### src/rtl/ppa_regs.svh
// Register offsets, field positions and reset values of the port pin block.
// Assumes it is included by bare name from every design file that needs it.
`ifndef PPA_REGS_SVH
`define PPA_REGS_SVH

// Register offsets on the plain register port.
`define PPA_OFS_LOC 8'h00
`define PPA_OFS_SOUT 8'h04
`define PPA_OFS_XFER 8'h08
`define PPA_OFS_PEN 8'h0C
`define PPA_OFS_CTRL 8'h10

// Implemented width of the location and pin enable registers.
`define PPA_HALF_W 16
`define PPA_PINS 16

// Field positions in the location register.
`define PPA_UPPER_SEL_BIT 15
`define PPA_LOWER_SEL_BIT 14
`define PPA_LATCH_HIGH_PIN 1
`define PPA_LATCH_LOW_PIN 0

// Field positions in the control register.
`define PPA_AMUX_LSB 0
`define PPA_AMUX_MSB 1
`define PPA_MODE16_BIT 2
`define PPA_SFF_LSB 6
`define PPA_SFF_MSB 7
`define PPA_CTRL_MASK 32'h0000_00C7

// Select function field codes.
`define PPA_SFF_BOTH 2'h2
`define PPA_SFF_UPPER 2'h1
`define PPA_SFF_NONE 2'h0

// Address multiplex code meaning separate address and data pins.
`define PPA_AMUX_SEPARATE 2'h0

// Reset values.
`define PPA_RST_HALF 16'h0000
`define PPA_RST_WORD 32'h0000_0000
`define PPA_RST_CTRL 8'h00

`endif

### src/rtl/ppa_pkg.sv
// Types shared by the port pin block and its submodules.
// Assumes nothing beyond a SystemVerilog compiler.
package ppa_pkg;

   // One register port request, sampled on the rising clock edge.
   typedef struct packed {
      logic wr;
      logic rd;
      logic [7:0] addr;
      logic [31:0] wdata;
   } ppa_bus_req_s;

   // One word captured from the external data pins.
   typedef struct packed {
      logic valid;
      logic [31:0] data;
   } ppa_capture_s;

   // Pin side view: level driven and whether the port owns the pin.
   typedef struct packed {
      logic [15:0] level;
      logic [15:0] port_owned;
   } ppa_pins_s;

   // Settings of the control register.
   typedef struct packed {
      logic [1:0] select_function_field;
      logic mode16;
      logic [1:0] addr_mux;
   } ppa_ctrl_s;

   // Use of one of the two top pins.
   typedef enum logic [1:0] {
      PPA_TOP_ADDRESS = 2'h1,
      PPA_TOP_SELECT = 2'h2
   } ppa_top_use_e;

endpackage

### src/rtl/ppa_pin_map.sv
// Combinational map from register contents to pin levels and ownership.
// Assumes the caller registers the result before it leaves the chip.
`timescale 1ns/1ps
`include "ppa_regs.svh"

module ppa_pin_map (
   input wire logic [15:0] location_i, // Outgoing location register.
   input wire logic [15:0] enable_i, // Pin function enable register.
   input wire ppa_pkg::ppa_ctrl_s ctrl_i, // Control settings.
   input wire logic xfer_active_i, // A read or write is running.
   input wire logic latch_strobe_low_i, // Low address latch strobe.
   input wire logic latch_strobe_high_i, // High address latch strobe.
   output ppa_pkg::ppa_pins_s pins_o // Next pin levels and owners.
);
   import ppa_pkg::*;

   ////////////////////////////////////////////////////////////////////////
   // Decodes the use of the upper or lower top pin from the select field.
   function automatic ppa_top_use_e top_use(input logic [1:0] sff,
                                            input logic upper);
      ppa_top_use_e use_code;
      use_code = PPA_TOP_ADDRESS;
      if (sff == `PPA_SFF_BOTH) begin
         use_code = PPA_TOP_SELECT;
      end else if (sff == `PPA_SFF_UPPER && upper) begin
         use_code = PPA_TOP_SELECT;
      end
      return use_code;
   endfunction

   ////////////////////////////////////////////////////////////////////////
   // Builds each pin level; a select only asserts during a transfer.
   always_comb begin
      pins_o.level = location_i;
      if (top_use(ctrl_i.select_function_field, 1'b1) == PPA_TOP_SELECT)
      begin
         pins_o.level[`PPA_UPPER_SEL_BIT] =
            location_i[`PPA_UPPER_SEL_BIT] & xfer_active_i;
      end
      if (top_use(ctrl_i.select_function_field, 1'b0) == PPA_TOP_SELECT)
      begin
         pins_o.level[`PPA_LOWER_SEL_BIT] =
            location_i[`PPA_LOWER_SEL_BIT] & xfer_active_i;
      end
      if (ctrl_i.addr_mux != `PPA_AMUX_SEPARATE) begin
         pins_o.level[`PPA_LATCH_HIGH_PIN] = latch_strobe_high_i;
         pins_o.level[`PPA_LATCH_LOW_PIN] = latch_strobe_low_i;
      end
      pins_o.port_owned = enable_i;
   end

endmodule

### src/rtl/ppa_read_mux.sv
// Read data selection for the register port.
// Assumes the caller registers the selected word for the next cycle.
`timescale 1ns/1ps
`include "ppa_regs.svh"

module ppa_read_mux (
   input wire logic [7:0] addr_i, // Read address.
   input wire logic [15:0] location_i, // Location register.
   input wire logic [31:0] slave_output_word_i, // Slave output word.
   input wire logic [31:0] transfer_word_i, // Transfer word.
   input wire logic [15:0] enable_i, // Pin function enable register.
   input wire ppa_pkg::ppa_ctrl_s ctrl_i, // Control settings.
   output logic [31:0] rdata_o // Selected word, zero if unmapped.
);
   import ppa_pkg::*;

   ////////////////////////////////////////////////////////////////////////
   // Places control fields at their bit positions.
   function automatic logic [31:0] pack_ctrl(input ppa_ctrl_s c);
      logic [31:0] w;
      w = `PPA_RST_WORD;
      w[`PPA_SFF_MSB:`PPA_SFF_LSB] = c.select_function_field;
      w[`PPA_MODE16_BIT] = c.mode16;
      w[`PPA_AMUX_MSB:`PPA_AMUX_LSB] = c.addr_mux;
      return w;
   endfunction

   ////////////////////////////////////////////////////////////////////////
   // Address decode; upper halves of the short registers read zero.
   always_comb begin
      rdata_o = `PPA_RST_WORD;
      if (addr_i == `PPA_OFS_LOC) begin
         rdata_o = {{`PPA_HALF_W{1'b0}}, location_i};
      end else if (addr_i == `PPA_OFS_SOUT) begin
         rdata_o = slave_output_word_i;
      end else if (addr_i == `PPA_OFS_XFER) begin
         rdata_o = transfer_word_i;
      end else if (addr_i == `PPA_OFS_PEN) begin
         rdata_o = {{`PPA_HALF_W{1'b0}}, enable_i};
      end else if (addr_i == `PPA_OFS_CTRL) begin
         rdata_o = pack_ctrl(ctrl_i);
      end
   end

endmodule

### src/rtl/ppa_top.sv
// Register and pin function slice of a configurable parallel port.
// Assumes a one-cycle register port master and an external transfer
// sequencer that reports activity, latch strobes and captured data.
//
// The implementer's own choices: the address map and the address-and-strobe port.
`timescale 1ns/1ps
`include "ppa_regs.svh"

module ppa_top (
   input wire logic clk_i, // Peripheral clock, 10 MHz.
   input wire logic nrst_i, // Synchronous reset, active low.
   input wire logic [7:0] addr_i, // Register byte address.
   input wire logic [31:0] wdata_i, // Register write data.
   input wire logic wr_i, // Write strobe, one cycle.
   input wire logic rd_i, // Read strobe, one cycle.
   output logic [31:0] rdata_o, // Read data, cycle after strobe.
   input wire logic xfer_active_i, // External transfer running.
   input wire logic latch_strobe_low_i, // Low address latch strobe.
   input wire logic latch_strobe_high_i, // High address latch strobe.
   input wire ppa_pkg::ppa_capture_s capture_i, // Word read from pins.
   output logic [15:0] external_location_lines_o, // Pin levels.
   output logic [15:0] pin_function_enable_o, // Port owns the pin.
   output logic [31:0] slave_output_word_o, // Bytes for slave reads.
   output logic [31:0] transfer_word_o, // Master write data.
   output logic [1:0] select_function_field_o, // Select use of top pins.
   output logic mode16_o, // Sixteen-bit transfers.
   output logic [1:0] addr_mux_o // Address multiplex mode.
);
   import ppa_pkg::*;

   ////////////////////////////////////////////////////////////////////////
   // Register state.
   logic [15:0] location;
   logic [31:0] slave_output_word;
   logic [31:0] transfer_word;
   logic [15:0] pin_enable;
   ppa_ctrl_s ctrl;

   // Next values and helper nets.
   ppa_bus_req_s req;
   ppa_pins_s next_pins;
   logic [31:0] next_rdata;
   logic [31:0] next_transfer_word;

   ////////////////////////////////////////////////////////////////////////
   // Bundles the register port into one request.
   assign req.wr = wr_i;
   assign req.rd = rd_i;
   assign req.addr = addr_i;
   assign req.wdata = wdata_i;

   ////////////////////////////////////////////////////////////////////////
   // Tells whether a write hits the given offset.
   function automatic logic hit(input ppa_bus_req_s r,
                                input logic [7:0] ofs);
      return r.wr && (r.addr == ofs);
   endfunction

   ////////////////////////////////////////////////////////////////////////
   // Merges captured pin data into the transfer word by transfer width.
   function automatic logic [31:0] merge_capture(input logic [31:0] old,
                                                 input logic [31:0] cap,
                                                 input logic wide);
      logic [31:0] w;
      w = old;
      if (wide) begin
         w[15:0] = cap[15:0];
      end else begin
         w[7:0] = cap[7:0];
      end
      return w;
   endfunction

   ////////////////////////////////////////////////////////////////////////
   // Location register; only the low half exists, upper bits dropped.
   always_ff @(posedge clk_i) begin
      if (!nrst_i) begin
         location <= `PPA_RST_HALF;
      end else if (hit(req, `PPA_OFS_LOC)) begin
         location <= req.wdata[`PPA_HALF_W-1:0];
      end
   end

   ////////////////////////////////////////////////////////////////////////
   // Slave output word, full width read/write.
   always_ff @(posedge clk_i) begin
      if (!nrst_i) begin
         slave_output_word <= `PPA_RST_WORD;
      end else if (hit(req, `PPA_OFS_SOUT)) begin
         slave_output_word <= req.wdata;
      end
   end

   ////////////////////////////////////////////////////////////////////////
   // Transfer word: a capture from the pins wins over a software write
   // in the same cycle, so read data is never lost.
   always_comb begin
      next_transfer_word = transfer_word;
      if (hit(req, `PPA_OFS_XFER)) begin
         next_transfer_word = req.wdata;
      end
      if (capture_i.valid) begin
         next_transfer_word = merge_capture(transfer_word, capture_i.data,
                                            ctrl.mode16);
      end
   end

   always_ff @(posedge clk_i) begin
      if (!nrst_i) begin
         transfer_word <= `PPA_RST_WORD;
      end else begin
         transfer_word <= next_transfer_word;
      end
   end

   ////////////////////////////////////////////////////////////////////////
   // Pin function enables; only the low half exists.
   always_ff @(posedge clk_i) begin
      if (!nrst_i) begin
         pin_enable <= `PPA_RST_HALF;
      end else if (hit(req, `PPA_OFS_PEN)) begin
         pin_enable <= req.wdata[`PPA_PINS-1:0];
      end
   end

   ////////////////////////////////////////////////////////////////////////
   // Control register holding select field, width and multiplex mode.
   always_ff @(posedge clk_i) begin
      if (!nrst_i) begin
         ctrl <= ppa_ctrl_s'(5'(`PPA_RST_CTRL));
      end else if (hit(req, `PPA_OFS_CTRL)) begin
         ctrl.select_function_field <=
            req.wdata[`PPA_SFF_MSB:`PPA_SFF_LSB];
         ctrl.mode16 <= req.wdata[`PPA_MODE16_BIT];
         ctrl.addr_mux <= req.wdata[`PPA_AMUX_MSB:`PPA_AMUX_LSB];
      end
   end

   ////////////////////////////////////////////////////////////////////////
   // Works out the next pin levels from the current registers.
   ppa_pin_map u_pin_map (
      .location_i(location),
      .enable_i(pin_enable),
      .ctrl_i(ctrl),
      .xfer_active_i(xfer_active_i),
      .latch_strobe_low_i(latch_strobe_low_i),
      .latch_strobe_high_i(latch_strobe_high_i),
      .pins_o(next_pins)
   );

   ////////////////////////////////////////////////////////////////////////
   // Pin outputs: a write seen at edge N reaches the pins at edge N+1.
   always_ff @(posedge clk_i) begin
      if (!nrst_i) begin
         external_location_lines_o <= `PPA_RST_HALF;
         pin_function_enable_o <= `PPA_RST_HALF;
      end else begin
         external_location_lines_o <= next_pins.level;
         pin_function_enable_o <= next_pins.port_owned;
      end
   end

   ////////////////////////////////////////////////////////////////////////
   // Data words and settings handed on to the transfer sequencer.
   always_ff @(posedge clk_i) begin
      if (!nrst_i) begin
         slave_output_word_o <= `PPA_RST_WORD;
         transfer_word_o <= `PPA_RST_WORD;
         select_function_field_o <= `PPA_SFF_NONE;
         mode16_o <= 1'b0;
         addr_mux_o <= `PPA_AMUX_SEPARATE;
      end else begin
         slave_output_word_o <= slave_output_word;
         transfer_word_o <= transfer_word;
         select_function_field_o <= ctrl.select_function_field;
         mode16_o <= ctrl.mode16;
         addr_mux_o <= ctrl.addr_mux;
      end
   end

   ////////////////////////////////////////////////////////////////////////
   // Read path: word selected in the strobe cycle, shown the cycle after.
   ppa_read_mux u_read_mux (
      .addr_i(req.addr),
      .location_i(location),
      .slave_output_word_i(slave_output_word),
      .transfer_word_i(transfer_word),
      .enable_i(pin_enable),
      .ctrl_i(ctrl),
      .rdata_o(next_rdata)
   );

   // Read data stand only in the cycle after the strobe, else zero.
   always_ff @(posedge clk_i) begin
      if (!nrst_i) begin
         rdata_o <= `PPA_RST_WORD;
      end else if (req.rd) begin
         rdata_o <= next_rdata;
      end else begin
         rdata_o <= `PPA_RST_WORD;
      end
   end

endmodule

### config.mk
export PLATFORM = sky130hd
export DESIGN_NAME = ppa_top
export DESIGN_NICKNAME = d
export VERILOG_FILES = /design/src/rtl/ppa_pkg.sv /design/src/rtl/ppa_pin_map.sv /design/src/rtl/ppa_read_mux.sv /design/src/rtl/ppa_top.sv
export VERILOG_INCLUDE_DIRS = /design/src /design/src/rtl
export SDC_FILE = /design/constraint.sdc
export NUM_CORES = 1
export LEC_CHECK = 0
export ABC_CLOCK_PERIOD_IN_PS = 2200
export BUFFER_PORTS_ARGS = -buffer_cell sky130_fd_sc_hd__buf_2
export CAP_MARGIN = 15
export CELL_PAD_IN_SITES_DETAIL_PLACEMENT = 1
export CELL_PAD_IN_SITES_GLOBAL_PLACEMENT = 1
export CORE_MARGIN = 1
export CORE_UTILIZATION = 43
export CTS_CLUSTER_SIZE = 8
export DETAILED_ROUTE_END_ITERATION = 12
export GPL_TIMING_DRIVEN = 0
export PLACE_DENSITY = 0.89
export SLEW_MARGIN = 20
export SYNTH_ARGS = -nofsm -noshare
export SYNTH_HDL_FRONTEND = slang
export SYNTH_HIERARCHICAL = 1
export SYNTH_SLANG_ARGS = --single-unit
export TNS_END_PERCENT = 20
### constraint.sdc
create_clock -name clk_i -period 2.2 [get_ports clk_i]
set_input_delay 0.11 -clock clk_i [delete_from_list [all_inputs] [get_ports clk_i]]
set_output_delay 0.11 -clock clk_i [all_outputs]
set_load 0.01 [all_outputs]
# --- After elaboration in Yosys (flattened, before gate mapping) ---
# Index checks and enable logic that the tools add are counted.
op_classes:
  n_bitwise: 5
  n_reduce_logical: 12
  eq_ne: 9
  mux: 14
op_table:
  columns: ["operator", "n"]
  rows:
  - ["$mux W32", 3]
  - ["$mux W16", 3]
  - ["$eq A8 B4 Y1 const B", 2]
  - ["$mux W8", 2]
  - ["$eq A8 B3 Y1 const B", 1]
  - ["$eq A8 B5 Y1 const B", 1]
  - ["$logic_not A8 Y1", 1]
  - ["$mux W2", 4]
  - ["$eq A2 B2 Y1 const B", 3]
  - ["$reduce_and A2 Y1", 3]
  - ["$logic_and A1 B1 Y1", 5]
  - ["$reduce_bool A2 Y1", 2]
  - ["$not A1 Y1", 3]
  - ["$reduce_or A3 Y1", 1]
  - ["$and A1 B1 Y1", 2]
  - ["$eq A2 B1 Y1 const B", 1]
  - ["$mux W1", 2]
  - ["$ne A2 B1 Y1 const B", 1]
totals:
  output_inout_bits: 133
  reg_bits: 234

# --- Depth between registers and ports, before layout ---
# Gate-level depths: netlist of run 1.
depth:
  depth_word: 6
  mapped_depth: 7

# --- Modules after synthesis ---
# The synthesis of run 1 kept the hierarchy.
modules_own_cells:
  columns: ["module", "area_per_inst_um2", "cells_each", "n_inst", "seq_area_each_um2"]
  rows:
  - ["ppa_top", 7150.6, 702, 1, 4684.5]
  - ["ppa_read_mux", 892.1, 119, 1, 0.0]
  - ["ppa_pin_map", 274.0, 36, 1, 0.0]

# --- Worst setup path after synthesis of run 1 ---
# OpenSTA, ideal clock, no wires.
synth_path:
  path_type: "input to register"
  from: "input port addr_i[3]"
  to: "register rdata_o[5]"
  stages: 6
  setup_ps: 116
  slack_ps: 915
  n_path_buf: 2
  arrival_time_ps: 1170
  required_ps: 2084
  cell_sequence: "nor3b_1 and3_1 buf_6 buf_8 a221o_2 and3_1"
synth_between:
  elab_chain_len: 5
  word_cells_on_any_way: 8
synth_lines:
  columns: ["element", "line_no", "text"]
  rows:
  - ["start: declaration", "ppa_top.sv:12", "input wire logic [7:0] addr_i,"]
  - ["$eq A8 B4 Y1 (no source line)", null, null]
  - ["$mux W32", "ppa_read_mux.sv:38", "end else if (addr_i == `PPA_OFS_PEN) begin"]
  - ["$mux W32", "ppa_read_mux.sv:36", "end else if (addr_i == `PPA_OFS_XFER) begin"]
  - ["$mux W32", "ppa_read_mux.sv:34", "end else if (addr_i == `PPA_OFS_SOUT) begin"]
  - ["$mux W16 (*)", "ppa_read_mux.sv:32", "if (addr_i == `PPA_OFS_LOC) begin"]
  - ["named net next_rdata[5]", "ppa_top.sv:42", "logic [31:0] next_rdata;"]
  - ["end signal: assignment", "ppa_top.sv:196", "rdata_o <= `PPA_RST_WORD;"]
  - ["end signal: assignment", "ppa_top.sv:198", "rdata_o <= next_rdata;"]
  - ["end signal: assignment", "ppa_top.sv:200", "rdata_o <= `PPA_RST_WORD;"]
  - ["end: declaration", "ppa_top.sv:16", "output logic [31:0] rdata_o,"]
# Mark *: on every way through the listed nets, which the timed path passes. The rest lies on a longest branch.
# A chain may end at the register's enable or synchronous reset.

# --- Worst setup path in the final report of run 1 ---
layout_path:
  from: "input port addr_i[3]"
  to: "register rdata_o[10]"
# The elaborated chain is that of the path after synthesis.

==> impl_results.md, run 1 <==
* Final Hold Vio Count at 0
* Setup crit end: rdata_o[10]
* RR Startpoint: slave_output_word[10]
* Clk_skew at 21.83 ps
* Worst setup margin at 449.6 ps
* CTS Buf Count at 35
* R2R depth at 4
* Total wire length at 31.82 mm
* Yosys warning count at 6
* Maxcap violations at 0
* Initial core utilization at 44.17%
* I/O Pins at 213
* # H-tree levels at 2
* Mapped Area at 8317 sq um
* Pre-CTS WS at 149.3 ps
* FF-to-FF End: rdata_o[10]
* Vias in the first global route at 8350
* Status: complete, no violations
* Clk Latency, worst-skew pair at 500 ps
* Area Growth Syn to Fin at 32.27%
* Fin crit share at 79.57%
* WL/cell at 22.81 um
* Vias after detailed routing at 7805
* Top FF cell, synth: dfxtp_1
* Worst Hold Depth at 3
* CP Max Fanout at 10
* Post-synth EDFFs at 0
* Worst Hold Class: input pin to flip-flop
* GRT overflow at 0
* Flops & latches, synth at 234
* Netlist cell types at 44
* RSZ-0062 raised after global routing: no
* Startpoint types: input pin
* Crit path cell chain: buf_2, nor3b_1, clkbuf_1, a22oi_1, nor2_1, a221o_2, and3_1
* Crit path buf inv count at 2
* Worst-path clk slew at 50 ps
* Worst VDD drop at 0.4498 mV
* First-pass GRT wire length at 48.02 mm
* Root buffer cell: clkbuf_16
* Die Wd at 141.1 um
* Post-CTS sizing at 0
* Final #Nets at 1214
* Final Max Tran Viols at 0
* Slew margin rel. at 47.52%
* CP max stage cell: clkbuf_1
* CORE AREA at 18830 sq um
* Sequential share of the synthesized area at 56.33%
* Post-Synthesis Cells at 857
* Total power at 9428 uW
* HPWL after detailed placement at 20.18 mm
* Fin Setup TNS at 0 ps
* Yosys top cell area share at 56.33%
* Critical Path RT at 2630 ps
* Post-synth ARST share at 0%
* Layout cell share with drive strength beyond 1 at 29.37%
* Placer Congestion at 0.9070
* DR vias/cell at 5.595
* Critical path depth at 7
* CP startpoint: addr_i[3]
* Fill cells at 2141
* # setup viols final at 0
* CP top delay family: simple AND/OR/NAND/NOR gates
* WS Path Type: input pin to flip-flop
* Mean Syn Cell Area at 9.704 sq um
* PortBufs at 194
* GRT Total Usage at 32.17%
* CP max stage delay at 620 ps
* Reg area at 4684 sq um
* Top cells by area, synth: dfxtp_1 56%, and2_1 6.7%, o21ai_0 6.1%
* Fmax at 571.3 MHz
* ANT nets after route at 0
* Initial drt markers at 644
* Net count after synthesis at 938
* Clock buffer depth at 3
* Initial antenna violation count at 1
* Area of the multi-input gates at 3054 sq um
* CTS tree: yes
* Static Leak at 0.005110 uW
* Fin crit period at 1750 ps
* Die area at 19900 sq um
* Largest net degree at the start of global routing at 11
* Height of the chip at 141.1 um
* Crit path capture type: flip-flop
* CTS sink cnt at 234
* Worst slew pin tran at 787.2 ps
* PwrDens at 857.0 nW/um^2
* FP Rows at 50
* Drt pass-1 iters at 5
* # DRC at 0
* Reg2Reg Setup Slack at 800 ps
* CP arrival at 2180 ps
* Synth area leader: dfxtp_1
==> metal layers <==
layer | track usage [%] | vias to the layer above | wire length [um]
met5 | 0 | - | 0
met4 | 18.99 | 0 | 1696
met3 | 5.639 | 138 | 2477
met2 | 55.50 | 476 | 15400
met1 | 37.41 | 3768 | 12240
li1 | - | 3423 | -
==> layout make-up <==
type                            count  area share [%]
Inverter                           16          0.5459
Sequential cell                   234           42.58
Buffer                             89           4.709
Clock inverter                      1         0.07962
Antenna cell                        1         0.02275
Timing Repair Buffer              239           12.92
Multi-Input combinational cell    518           27.76
Clock buffer                       37           8.417
Tap cell                          260           2.957
==> worst reg2reg max path, cell delays in order, from the launching register on <==
cell and delay (ps):
dfxtp_1 320, a22oi_1 350, nor2_1 110, a221o_2 310
and3_1 180
==> kinds of logic (layout without fill, tap and decap cells) <==
group | after synthesis | count (layout) | share of synthesized area (%)
AOI/OAI and AO/OA | 161 | 161 | 12.26
muxes | 24 | 24 | 3.084
adders and majority gates | 1 | 1 | 0.1504
and+or+nand+nor | 332 | 332 | 21.23
DFF | 234 | 234 | 56.33
other | 0 | 1 | 0
buffers and inverters | 105 | 382 | 6.950
==> registers in the layout, indices dropped and copies added (netlist names) <==
| register | cells |
|---|---|
| transfer_word_o | 32 |
| pin_function_enable_o | 16 |
| select_function_field_o | 2 |
| location | 16 |
| addr_mux_o | 2 |
| mode16_o | 1 |
| pin_enable | 16 |
| ctrl | 5 |
| rdata_o | 32 |
| slave_output_word_o | 32 |
| slave_output_word | 32 |
| external_location_lines_o | 16 |
| transfer_word | 32 |
==> Yosys cell counts (3+ instances only) <==
master / instances
a21oi_1: 5
nand4_1: 4
and2_2: 3
a221o_1: 4
and3_1: 34
clkbuf_1: 34
a221o_2: 9
buf_1: 3
o22ai_1: 8
nor2_1: 18
a22o_2: 15
nor3_1: 3
dfxtp_1: 234
nor4_4: 3
and2_1: 89
inv_1: 16
nand3_1: 48
a22o_1: 4
buf_6: 3
nand2_1: 116
buf_4: 32
a22oi_1: 11
mux2i_1: 11
buf_2: 14
mux2_2: 13
o21ai_0: 101
==> metrics by stage <==
| step | utilization, % | cell area, sq um | cells | hold WS [ps] |
|---|---|---|---|---|
| finish | 58.42 | 11000 | 1395 | 17.22 |
| global route | 58.42 | 11000 | 1395 | 19.96 |
| CTS | 58.41 | 11000 | 1394 | 3.289 |
| detailed placement | 51.05 | 9613 | 1311 | 364.5 |
| global placement | 51.05 | 9613 | 1311 | 354.1 |
| floorplan | - | 8317 | 857 | 240.4 |
==> layout by cell type (no fill, tap or decap), types with 2 or more instances in the layout <==
| cell type | count |
|---|---|
| and3_1 | 34 |
| clkbuf_1 | 34 |
| nand3_1 | 48 |
| o21ai_0 | 101 |
| a221o_1 | 4 |
| buf_8 | 2 |
| a22o_2 | 15 |
| dfxtp_1 | 234 |
| and2_1 | 89 |
| buf_2 | 208 |
| a22oi_1 | 11 |
| inv_1 | 16 |
| nand2b_1 | 2 |
| buf_4 | 32 |
| clkbuf_16 | 37 |
| and2_2 | 3 |
| buf_1 | 3 |
| nor4_4 | 3 |
| a221o_2 | 9 |
| nor2_1 | 18 |
| o22ai_1 | 8 |
| nor3_1 | 3 |
| nand2_1 | 116 |
| buf_6 | 3 |
| nor4b_2 | 2 |
| dlygate4sd3_1 | 45 |
| mux2i_1 | 11 |
| nand4_1 | 4 |
| nand3_2 | 2 |
| a21oi_1 | 5 |
| a22o_1 | 4 |
| mux2_2 | 13 |
==> report_power, final <==
| part | total [uW] | internal (uW) | switching [uW] |
|---|---|---|---|
| Clock | 4730 | 2930 | 1790 |
| Sequential | 4280 | 4270 | 13.4 |
| Combinational | 422 | 161 | 261 |
| Total | 9430 | 7360 | 2070 |
==> worst min-delay path by stage <==
| stage | startpoint | end | slack, ps |
|---|---|---|---|
| 6_report | xfer_active_i | external_location_lines_o[15] | 20 |
| 2_1_floorplan | wdata_i[0] | ctrl[0] | 240 |
| 4_1_cts | capture_i[14] | transfer_word[14] | 3 |
| 3_3_place_gp | wdata_i[5] | location[5] | 350 |
| 3_5_place_dp | wdata_i[5] | location[5] | 360 |
| 5_1_grt | xfer_active_i | external_location_lines_o[15] | 20 |
==> timing repair <==
item / 4_1_cts / 5_1_grt
hold buffers: 45 / 0
setup buffers: 0 / 0
endpoints found under the hold margin: 93 / 0
(Power assumes the default switching activity.)
==> run 2: changes to the inputs <==
ABC_CLOCK_PERIOD_IN_PS = 1400   (was 2200)
CORE_UTILIZATION = 36   (was 43)
PLACE_DENSITY = 0.8   (was 0.89)
clock period = 1.4 ns   (was 2.2 ns; I/O delays follow)
==> impl_results.md, run 2 (same netlist as run 1, synthesis figures left out) <==
* Root buffer cell: clkbuf_16
* Final Max Tran Viols at 0
* Height of the chip at 154.0 um
* Vias in the first global route at 7720
* Clk_skew at 15.75 ps
* CP Max Fanout at 10
* Crit path buf inv count at 3
* Postcts setup bufs at 0
* Initial core utilization at 36.73%
* Area of the multi-input gates at 3059 sq um
* Layout cell share with drive strength beyond 1 at 29.48%
* Worst Hold Class: input pin to flip-flop
* # diodes at 0
* Most common cell after layout, fill and taps aside: dfxtp_1
* DR vias/cell at 5.202
* Worst-path clk slew at 50 ps
* Total wire length at 29.76 mm
* First-pass GRT wire length at 44.98 mm
* Crit path cell chain: buf_2, buf_2, nand2_1, clkbuf_1, nor2_1, a221o_2, and3_1
* I/O Pins at 213
* Fin crit share at 97.72%
* Commonest non-fill, non-tap cells in the layout: 233 x dfxtp_1, 208 x buf_2, 116 x nand2_1, 101 x o21ai_0, 89 x and2_1
* GRT Total Usage at 25.04%
* Largest net degree at the start of global routing at 11
* Area Growth Syn to Fin at 33.71%
* RSZ-0062 raised after global routing: yes
* Fmax at 730.9 MHz
* Placer Congestion at 0.8738
* # setup viols final at 0
* Die area at 23710 sq um
* Worst VDD drop at 0.6838 mV
* GRT overflow at 0
* CTS tree: yes
* Critical Path RT at 1770 ps
* Initial antenna violation count at 0
* PortBufs at 194
* ANT nets after route at 0
* Die Wd at 154.0 um
* CTS Buf Count at 35
* CTS sink cnt at 234
* Pre-CTS WS at -438.5 ps
* Clock buffer depth at 3
* CP arrival at 1740 ps
* Status: complete, no violations
* Crit path top cell by count: buf_2
* Vias after detailed routing at 7429
* Final #Nets at 1222
* Fin Setup TNS at 0 ps
* Worst setup margin at 31.88 ps
* Final Hold Vio Count at 0
* Slew margin rel. at 52.88%
* WS Path Type: input pin to flip-flop
* # H-tree levels at 2
* Static Leak at 0.005148 uW
* FP Rows at 55
* Reg area at 4686 sq um
* CP top delay family: buffers and inverters
* CP max stage delay at 480 ps
* Drt pass-1 iters at 5
* Crit path capture type: flip-flop
* WL/cell at 20.84 um
* HPWL after detailed placement at 20.40 mm
* Fill cells at 2585
* Startpoint types: input pin
* Final hold slack at 87.88 ps
* PwrDens at 1328 nW/um^2
* CORE AREA at 22640 sq um
* Fin crit period at 1368 ps
* # DRC at 0
* Post-placement cell count at 1336
* Worst slew pin tran at 706.9 ps
* Initial drt markers at 386
* Non-filler cells, final at 1428
* Maxcap violations at 0
* Clk Latency, worst-skew pair at 500 ps
* CP max stage cell: clkbuf_1
==> run 2: worst paths after layout <==
kind	slack, ps	startpoint	depth (start not counted)	to
worst max-delay path	30	addr_i[2]	7	rdata_o[9]
worst min-delay path	90	nrst_i	3	location[13]
worst max register to register	50	pin_enable[0]	5	rdata_o[0]
worst min register to register	460	transfer_word[11]	2	transfer_word_o[11]
==> run 2: per-stage QoR <==
stage	instance area (sq um)	utilization, %	power [uW]
5_1_grt	11120	49.12	15240
4_1_cts	11110	49.08	14870
6_report	11120	49.12	14760
3_5_place_dp	9644	42.60	7378
2_1_floorplan	8317	-	7079
3_3_place_gp	9644	42.60	7365
==> run 2: area by class of cell <==
type                    count  share of cell area (%)
flip-flops and latches    234                   42.14
multi-input cells         518                   27.51
repair buffers            247                   13.50
clock buffers              38                   8.360
plain buffers              89                   4.680
well taps                 285                   3.207
inverters                  16                  0.5401
clock inverters             1                 0.06751
==> run 2: report_power, final <==
group | leakage (uW) | total [uW] | internal (uW) | switching (uW)
Combinational | 0.00280 | 666 | 268 | 398
Clock | 0.000457 | 7380 | 4610 | 2760
Sequential | 0.00189 | 6720 | 6700 | 20.0
==> run 2: worst register-to-register path, stage by stage, from the launching register on <==
cell	delay (ps)
dfxtp_1	320
mux2_2	270
nand2_1	70
a22o_1	140
o21ai_0	190
and3_1	250
==> run 2: timing repair <==
action	in CTS	in global routing
hold buffers	53	0
endpoints found under the setup margin	0	19
resized for setup	0	6
endpoints found under the hold margin	107	0
==> run 2: per-layer routing <==
metal / vias to the layer above / routed length [um] / share of wire (%) / GRT usage (%)
li1: 3430 / - / - / -
met1: 3622 / 12500 / 42 / 30.97
met2: 303 / 14490 / 49 / 43.18
met3: 74 / 1759 / 5.9 / 4.228
met4: 0 / 1004 / 3.4 / 10.10
met5: - / 0 / 0 / 0
